$ cat src/rtl/io_channel_pkg.sv
// Purpose: constants and types shared by the i/o channel initiator
// Assumes: 30-bit memory words, two-bit character positions within a word
// Notes: instruction and control word layouts, instruction timing counts
package io_channel_pkg;
    localparam int word_w = 30;
    localparam int chan_n = 16;
    localparam int chan_w = 4;
    localparam int dev_w = 4;
    localparam int addr_w = 16;
    localparam int char_addr_w = 18;
    localparam int len_w = 12;
    localparam int max_block_len = 4096;
    // instruction fields
    localparam int ins_chan_lsb = 20;
    localparam int ins_ind_bit = 19;
    localparam int ins_idx_lsb = 16;
    localparam int ins_idx_w = 3;
    localparam int ins_addr_lsb = 0;
    localparam logic [2:0] idx_none = 3'h0;
    localparam logic [2:0] idx_void = 3'h1;
    // command word fields
    localparam int cmd_dev_lsb = 24;
    localparam int cmd_op_lsb = 14;
    localparam int cmd_op_w = 10;
    // block control word fields
    localparam int bcw_len_lsb = 18;
    localparam int bcw_addr_lsb = 0;
    // pc steps
    localparam logic [15:0] pc_step_busy = 16'h0001;
    localparam logic [15:0] pc_step_ok = 16'h0002;
    // instruction timings in time units, and cycles per unit
    localparam int save_units = 3;
    localparam int halt_units = 1;
    localparam int unit_ns = 1000;
    localparam int clk_ns = 5;
    localparam int unit_cycles = (unit_ns + clk_ns - 1) / clk_ns;
    localparam int save_cycles = save_units * unit_cycles;
    localparam int halt_cycles = halt_units * unit_cycles;
    typedef enum logic [2:0] {
        st_idle = 3'h0,
        st_ind = 3'h1,
        st_cmd = 3'h3,
        st_bcw = 3'h2,
        st_save0 = 3'h6,
        st_save1 = 3'h7,
        st_wait = 3'h5
    } seq_t;
endpackage

$ cat src/rtl/io_channel_initiator.sv
// Purpose: processor side i/o channel start, save and abort sequencer
// Assumes: memory port grants one word access per cycle when mem_grant high
// Notes: data moves word at a time; character count steps per character
//
// Chosen here: the address-and-strobe port.
`timescale 1ns/10ps
module io_channel_initiator
    import io_channel_pkg::*;
(
    // clock, reset, enable
    input wire logic clk_sys,
    input wire logic rst,
    input wire logic clk_en,
    // instruction request
    input wire logic start_channel_transfer,
    input wire logic save_channel_registers,
    input wire logic abort_channel_transfer,
    input wire logic [word_w-1:0] instr_word,
    input wire logic [15:0] instr_pc,
    input wire logic [15:0] index_value,
    output logic instr_done,
    output logic [15:0] next_pc,
    // core memory port
    output logic mem_req,
    output logic mem_we,
    output logic [addr_w-1:0] mem_addr,
    output logic [word_w-1:0] mem_wdata,
    input wire logic mem_grant,
    input wire logic [word_w-1:0] mem_rdata,
    // channel side, per channel
    output logic [chan_n-1:0] chan_busy,
    output logic [chan_n*dev_w-1:0] chan_device,
    output logic [chan_n*cmd_op_w-1:0] chan_opcode,
    output logic [chan_n*char_addr_w-1:0] chan_addr,
    output logic [chan_n-1:0] chan_abort,
    input wire logic [chan_n-1:0] chan_counted,
    input wire logic [chan_n-1:0] chan_char,
    input wire logic [chan_n-1:0] chan_word_access,
    input wire logic [chan_n-1:0] chan_end,
    // interrupts
    input wire logic [chan_n-1:0] irq_mask_wr,
    input wire logic irq_mask_we,
    input wire logic [chan_n-1:0] irq_clear,
    output logic [chan_n-1:0] irq_status,
    output logic irq
);
    typedef struct packed {
        seq_t seq;
        logic [chan_w-1:0] sel;
        logic [addr_w-1:0] ptr;
        logic [15:0] wait_cnt;
        logic [15:0] pc_base;
        logic done;
        logic [15:0] pc_out;
        logic req;
        logic we;
        logic [addr_w-1:0] addr;
        logic [word_w-1:0] wdata;
        logic [chan_n-1:0] busy;
        logic [chan_n-1:0] abort;
        logic [chan_n-1:0][word_w-1:0] cmd;
        logic [chan_n-1:0][len_w:0] count;
        logic [chan_n-1:0][char_addr_w-1:0] caddr;
        logic [chan_n-1:0] flag;
        logic [chan_n-1:0] mask;
        logic irq;
    } state_t;

    state_t s, next_s;

    // ------------------------------------------------------------
    // helpers
    // ------------------------------------------------------------
    function automatic logic [addr_w-1:0] eff_addr(input logic [word_w-1:0] w, input logic [15:0] ix);
        logic [addr_w-1:0] a;
        a = w[ins_addr_lsb +: addr_w];
        // index field value one carries no meaning
        if (w[ins_idx_lsb +: ins_idx_w] != idx_none && w[ins_idx_lsb +: ins_idx_w] != idx_void) begin
            a = a + ix;
        end
        return a;
    endfunction

    function automatic logic [word_w-1:0] pack_bcw(input logic [len_w:0] n, input logic [char_addr_w-1:0] a);
        logic [word_w-1:0] w;
        w = '0;
        w[bcw_len_lsb +: len_w] = n[len_w-1:0];
        w[bcw_addr_lsb +: char_addr_w] = a;
        return w;
    endfunction

    // ------------------------------------------------------------
    // next state
    // ------------------------------------------------------------
    always_comb begin
        logic [chan_w-1:0] c;
        logic [len_w:0] ln;
        logic [chan_n-1:0] done_evt;
        logic loading;
        c = '0;
        ln = '0;
        done_evt = '0;
        // a channel still being loaded must not count down or finish on stale words
        loading = (s.seq == st_ind) || (s.seq == st_cmd) || (s.seq == st_bcw);
        next_s = s;
        next_s.done = 1'b0;
        next_s.abort = '0;
        // per-channel transfer bookkeeping runs every cycle beside the program
        for (int i = 0; i < chan_n; i++) begin
            if (s.busy[i] && !(loading && s.sel == chan_w'(i))) begin
                if (chan_word_access[i]) begin
                    next_s.caddr[i] = s.caddr[i] + 18'h00004;
                end
                if (chan_counted[i] && chan_char[i] && s.count[i] != '0) begin
                    next_s.count[i] = s.count[i] - 13'h0001;
                end
                if (chan_end[i] || (chan_counted[i] && s.count[i] == '0)) begin
                    next_s.busy[i] = 1'b0;
                    done_evt[i] = 1'b1;
                end
            end
        end
        if (irq_mask_we) begin
            next_s.mask = irq_mask_wr;
        end
        unique case (s.seq)
            st_idle: begin
                next_s.req = 1'b0;
                next_s.we = 1'b0;
                c = instr_word[ins_chan_lsb +: chan_w];
                next_s.sel = c;
                next_s.pc_base = instr_pc;
                // index offset alone, kept for the indirect step
                next_s.ptr = eff_addr({instr_word[word_w-1:addr_w], addr_w'(0)}, index_value);
                if (start_channel_transfer) begin
                    if (s.busy[c]) begin
                        next_s.done = 1'b1;
                        next_s.pc_out = instr_pc + pc_step_busy;
                    end else begin
                        next_s.req = 1'b1;
                        next_s.addr = instr_word[ins_addr_lsb +: addr_w];
                        next_s.seq = instr_word[ins_ind_bit] ? st_ind : st_cmd;
                        if (!instr_word[ins_ind_bit]) begin
                            next_s.addr = eff_addr(instr_word, index_value);
                        end
                        next_s.busy[c] = 1'b1;
                    end
                end else if (save_channel_registers) begin
                    next_s.req = 1'b1;
                    next_s.we = 1'b1;
                    next_s.addr = eff_addr(instr_word, index_value);
                    next_s.wdata = s.cmd[c];
                    next_s.wait_cnt = 16'(save_cycles - 1);
                    next_s.seq = st_save0;
                end else if (abort_channel_transfer) begin
                    next_s.busy[c] = 1'b0;
                    next_s.abort[c] = 1'b1;
                    next_s.cmd[c] = '0;
                    next_s.count[c] = '0;
                    next_s.caddr[c] = '0;
                    next_s.wait_cnt = 16'(halt_cycles - 1);
                    next_s.seq = st_wait;
                end
            end
            st_ind: begin
                if (mem_grant) begin
                    // indirect word holds the address, indexing applied after
                    next_s.addr = mem_rdata[addr_w-1:0] + s.ptr;
                    next_s.seq = st_cmd;
                end
            end
            st_cmd: begin
                if (mem_grant) begin
                    next_s.cmd[s.sel] = mem_rdata;
                    next_s.addr = s.addr + 16'h0001;
                    next_s.seq = st_bcw;
                end
            end
            st_bcw: begin
                if (mem_grant) begin
                    ln = {1'b0, mem_rdata[bcw_len_lsb +: len_w]};
                    // zero length field stands for the full block
                    if (ln == '0) begin
                        ln = 13'(max_block_len);
                    end
                    next_s.count[s.sel] = ln;
                    next_s.caddr[s.sel] = mem_rdata[bcw_addr_lsb +: char_addr_w];
                    next_s.req = 1'b0;
                    next_s.done = 1'b1;
                    next_s.pc_out = s.pc_base + pc_step_ok;
                    next_s.seq = st_idle;
                end
            end
            st_save0: begin
                next_s.wait_cnt = s.wait_cnt - 16'h0001;
                if (mem_grant) begin
                    next_s.addr = s.addr + 16'h0001;
                    next_s.wdata = pack_bcw(s.count[s.sel], s.caddr[s.sel]);
                    next_s.seq = st_save1;
                end
            end
            st_save1: begin
                next_s.wait_cnt = s.wait_cnt - 16'h0001;
                if (mem_grant) begin
                    next_s.req = 1'b0;
                    next_s.we = 1'b0;
                    next_s.seq = st_wait;
                end
            end
            st_wait: begin
                if (s.wait_cnt == '0 || s.wait_cnt[15]) begin
                    next_s.done = 1'b1;
                    next_s.pc_out = s.pc_base + pc_step_busy;
                    next_s.seq = st_idle;
                end else begin
                    next_s.wait_cnt = s.wait_cnt - 16'h0001;
                end
            end
            default: begin
                next_s.seq = st_idle;
            end
        endcase
        // completion flags: set beats clear
        next_s.flag = done_evt | (s.flag & ~irq_clear);
        next_s.irq = |(next_s.flag & next_s.mask);
    end

    always_ff @(posedge clk_sys) begin
        if (rst) begin
            s <= '0;
        end else if (clk_en) begin
            s <= next_s;
        end
    end

    // ------------------------------------------------------------
    // outputs
    // ------------------------------------------------------------
    assign instr_done = s.done;
    assign next_pc = s.pc_out;
    assign mem_req = s.req;
    assign mem_we = s.we;
    assign mem_addr = s.addr;
    assign mem_wdata = s.wdata;
    assign chan_busy = s.busy;
    assign chan_abort = s.abort;
    assign irq_status = s.flag;
    assign irq = s.irq;
    always_comb begin
        for (int i = 0; i < chan_n; i++) begin
            chan_device[i*dev_w +: dev_w] = s.cmd[i][cmd_dev_lsb +: dev_w];
            chan_opcode[i*cmd_op_w +: cmd_op_w] = s.cmd[i][cmd_op_lsb +: cmd_op_w];
            chan_addr[i*char_addr_w +: char_addr_w] = s.caddr[i];
        end
    end
endmodule

$ cat config.mk
export PLATFORM = sky130hd
export DESIGN_NAME = io_channel_initiator
export DESIGN_NICKNAME = d
export VERILOG_FILES = /design/src/rtl/io_channel_pkg.sv /design/src/rtl/io_channel_initiator.sv
export SDC_FILE = /design/constraint.sdc
export NUM_CORES = 2
export LEC_CHECK = 0
export BUFFER_PORTS_ARGS = -buffer_cell sky130_fd_sc_hd__buf_4
export CORE_UTILIZATION = 50
export CTS_BUF_LIST = sky130_fd_sc_hd__clkbuf_2 sky130_fd_sc_hd__clkbuf_4 sky130_fd_sc_hd__clkbuf_8
export DETAILED_ROUTE_END_ITERATION = 12
export PLACE_DENSITY = 0.7
export SLEW_MARGIN = 5
export SYNTH_ARGS = -nofsm -noshare
export SYNTH_HDL_FRONTEND = slang
export SYNTH_SLANG_ARGS = --single-unit
$ cat constraint.sdc
create_clock -name clk_sys -period 7.7 [get_ports clk_sys]
set_input_delay 1.155 -clock clk_sys [delete_from_list [all_inputs] [get_ports clk_sys]]
set_output_delay 1.155 -clock clk_sys [all_outputs]
set_load 0.05 [all_outputs]
==> impl_metrics.csv <==
group,metric,value,unit
status,outcome,"finished with violations",
status,failed_checks,"max-capacitance violations, max-slew violations",
placed_design,portBuffers,814,
detailed_routing,drc,0,
synthesis,avgSynthCellArea,8.41,sq um
clocking,clkTransAtPathRegs,0.07,ns
finish,fin_nets,8429,
synthesis,synth_edf_count,0,
pwr,finalPower,15.3,mW
clocking,clk_latency,1.03,ns
sta,skew,0.0820,ns
global_route,grt_pass1_vias,63900,
finish,fin_util,55.7,%
setup_path,cp_cell_sequence,"buf_4 > buf_4 > nand4bb_1 > o21ai_0 > o311ai_0 > nand4b_1 > nor4_1 > a311oi_1",
finish,postLayoutCellArea,76800,sq um
die,die_area,141000,sq um
sta,max_freq,0.216,GHz
setup_path,cpMaxStageDelayCell,"o21ai_0",
sta,worst_slew_pin_slew,1.58,ns
sta,setup_viol,0,
die,initial_core_util,50.6,%
setup_path,r2r_start,"s[1156]",
clocking,htree_levels,4,
min_path,hold_path.class,"primary input to flip-flop",
pwr,p_leak,28.0,nW
synthesis,yosysWarnings,0,
clocking,root_buffer,"clkbuf_8",
setup_path,crit_path_end_kind,"flip-flop",
global_route,antenna_found_initial,26,
setup_path,path_buf_inv,2,
setup_path,cp_common_cell,"buf_4",
min_path,worstHoldPathCells,3,
synthesis,synth_cell_types,111,
detailed_routing,routedWlPerCell,32.5,um
detailed_routing,drtIter0Drc,11300,
setup_path,r2r-end,"irq",
sta,period_share,60.2,%
die,die_h,376,um
synthesis,ys_ff_latch,1161,
setup_path,critical_path_class,"flip-flop to flip-flop",
min_path,min_from,"irq_mask_wr[6]",
pwr,p_per_area,199,nW/um^2
finish,final_cells,10200,
synthesis,async_flop_share,0,%
global_route,track_usage,45.0,%
global_route,grt_pass1_wl,464000,um
clocking,cts_hold_buf,0,
synthesis,yosysSeqAreaShare,33.3,%
sta,setup_tns,0,ns
clocking,cts_tree,"done",
pwr,ir_drop,0.000168,V
detailed_routing,wl,331000,um
detailed_routing,via_per_inst,6.97,
min_path,min_to,"s[7]",
setup_path,worstPathMaxFanout,35,
global_route,grt_max_degree,206,
synthesis,synth_cells,8298,
sta,layout_min_cycle_time,4.63,ns
synthesis,synth_fp_nets,8569,
die,rows,136,
setup_path,required,8.56,ns
global_route,overflow,0,
clocking,cts_resized,0,
sta,setup_ws,3.07,ns
placed_design,dp_slack,3.05,ns
placed_design,place_area,72400,sq um
detailed_routing,first_pass_iters,8,
clocking,clock-sinks,1161,
setup_path,cp_top_family,"compound AO/OA/AOI/OAI gates",
sta,slew_viol_final,2,
sta,maxSlewHeadroom,-6.34,%
finish,syn_to_final_growth,10.1,%
placed_design,dp_cells,9816,
detailed_routing,postRouteAntennaNets,0,
placed_design,globalplace.congestion,1.03,
die,core_area,138000,sq um
setup_path,r2r_cells,8,
finish,layout-drive-gt1-share,21.6,%
setup_path,cp-start-kind,"flip-flop",
sta,final_hold_viol_count,0,
die,dieWidth,376,um
sta,rsz0062_at_grt,"false",
clocking,numCtsBuffers,203,
die,ios,822,
detailed_routing,num_vias,71000,
synthesis,ys.flop_type,"dfxtp_1",
setup_path,rrSetupSlack,3.07,ns
flow_run,max_cap_violations,1,
sta,whs,0.380,ns
setup_path,worstPathArrival,5.50,ns
placed_design,place_hpwl,229000,um
setup_path,critPathMaxStageDelay,1.26,ns
synthesis,synthesis.area,69800,sq um
clocking,post_cts_buffers,0,
clocking,clockBufferDepth,3,
[power breakdown]
part | leakage, nW | internal (mW) | switching (mW)
registers | 9.40 | 6.14 | 0.234
logic | 16.3 | 0.717 | 1.82
clock network | 2.35 | 3.43 | 2.91
[cell type report]
type	instances	area, sq um
fill	12800	61200
multi-input combinational	5710	39000
sequential	1161	23300
timing repair buffer	984	7460
clock buffer	312	3910
tap	1863	2330
clock inverter	42	502
inverter	98	373
antenna	22	55.1
[sequential cells by signal (all words and copies together), names as in the netlist]
signal       count
s              535
mem_wdata       30
irq_status      16
mem_we           1
chan_abort      16
instr_done       1
mem_addr        16
chan_opcode    160
chan_busy       16
next_pc         16
irq              1
mem_req          1
chan_addr      288
chan_device     64
[logic make-up after synthesis]
group / after synthesis / share of synthesized area (%)
muxes: 367 / 10.7
AOI/OAI and AO/OA: 2256 / 22.5
adders and majority gates: 75 / 1.37
xor gates and xnor gates: 200 / 2.51
buffers and inverters: 1427 / 11.3
and+or+nand+nor: 2812 / 18.3
DFF: 1161 / 33.3
[synth_stat cells, drive strengths merged, types with 47 or more instances]
| cell type | count | share of area [%] |
|---|---|---|
| a211oi | 117 | 1.3 |
| a21oi | 308 | 2.2 |
| a22oi | 741 | 8.0 |
| a32o | 48 | 0.69 |
| and3 | 81 | 0.73 |
| buf | 784 | 7.9 |
| clkbuf | 545 | 2.9 |
| dfxtp | 1161 | 33 |
| ha | 73 | 1.3 |
| inv | 97 | 0.52 |
| mux2i | 47 | 0.67 |
| mux4 | 304 | 9.8 |
| nand2 | 655 | 3.5 |
| nand3 | 185 | 1.3 |
| nand4 | 74 | 0.66 |
| nor2 | 1299 | 7.0 |
| nor3 | 190 | 1.4 |
| nor4 | 58 | 0.60 |
| o21ai | 447 | 3.2 |
| o221ai | 49 | 0.62 |
| o22ai | 50 | 0.45 |
| xnor2 | 117 | 1.5 |
| xor2 | 83 | 1.0 |
[per-layer routing]
layer | up-vias | global-route usage [%] | wire length, um
met5 | - | 0 | 144
met4 | 18 | 30.0 | 25800
met3 | 1307 | 19.5 | 52300
met2 | 5647 | 64.2 | 137000
met1 | 34300 | 54.5 | 117000
li1 | 29700 | - | -
[worst register-to-register path, delay by kind of cell (launching register included)]
family | cells | cell delay (ns)
AO/OA/AOI/OAI | 3 | 1.84
AND/OR/NAND/NOR | 3 | 1.34
buffers and inverters | 2 | 0.91
flip-flops | 1 | 0.37
[placed cells by master, fill, tap and decap left out, types with 32 or more instances in the layout]
cell type  Yosys  final
a211oi_1     116    116
a21oi_1      306    304
a221oi_1      37     37
a22o_1        37     37
a22oi_1      741    741
a311oi_1      32     32
a31oi_1       45     45
a32o_1        48     48
a32oi_1       35     35
and2_1        33     33
and3_1        81     81
buf_4        638    976
clkbuf_4       0     61
clkbuf_8       0    252
dfxtp_1     1161   1157
ha_1          73     73
inv_1         97     95
mux2i_1       47     47
mux4_2       304    304
nand2_1      655    655
nand3_1      184    184
nand4_1       74     74
nor2_1      1294   1266
nor3_1       183    180
nor4_1        53     52
o211ai_1      36     36
o21ai_0      440    439
o221ai_1      49     44
o22ai_1       50     47
o31ai_1       35     35
or3_1         46     46
xnor2_1      117    117
xor2_1        83     83
[worst max-delay path by stage]
stage               cells past startpoint            from        endpoint
finish                                  8         s[1156]             irq
CTS                                    10         s[1155]          s[349]
global route                            9         s[1154]  chan_addr[236]
detailed placement                      8  instr_word[20]   chan_addr[19]
global placement                        6   mem_rdata[28]          s[489]
floorplan                               7  instr_word[20]   mem_wdata[14]
Note: power is estimated with default switching activity, not from simulation.
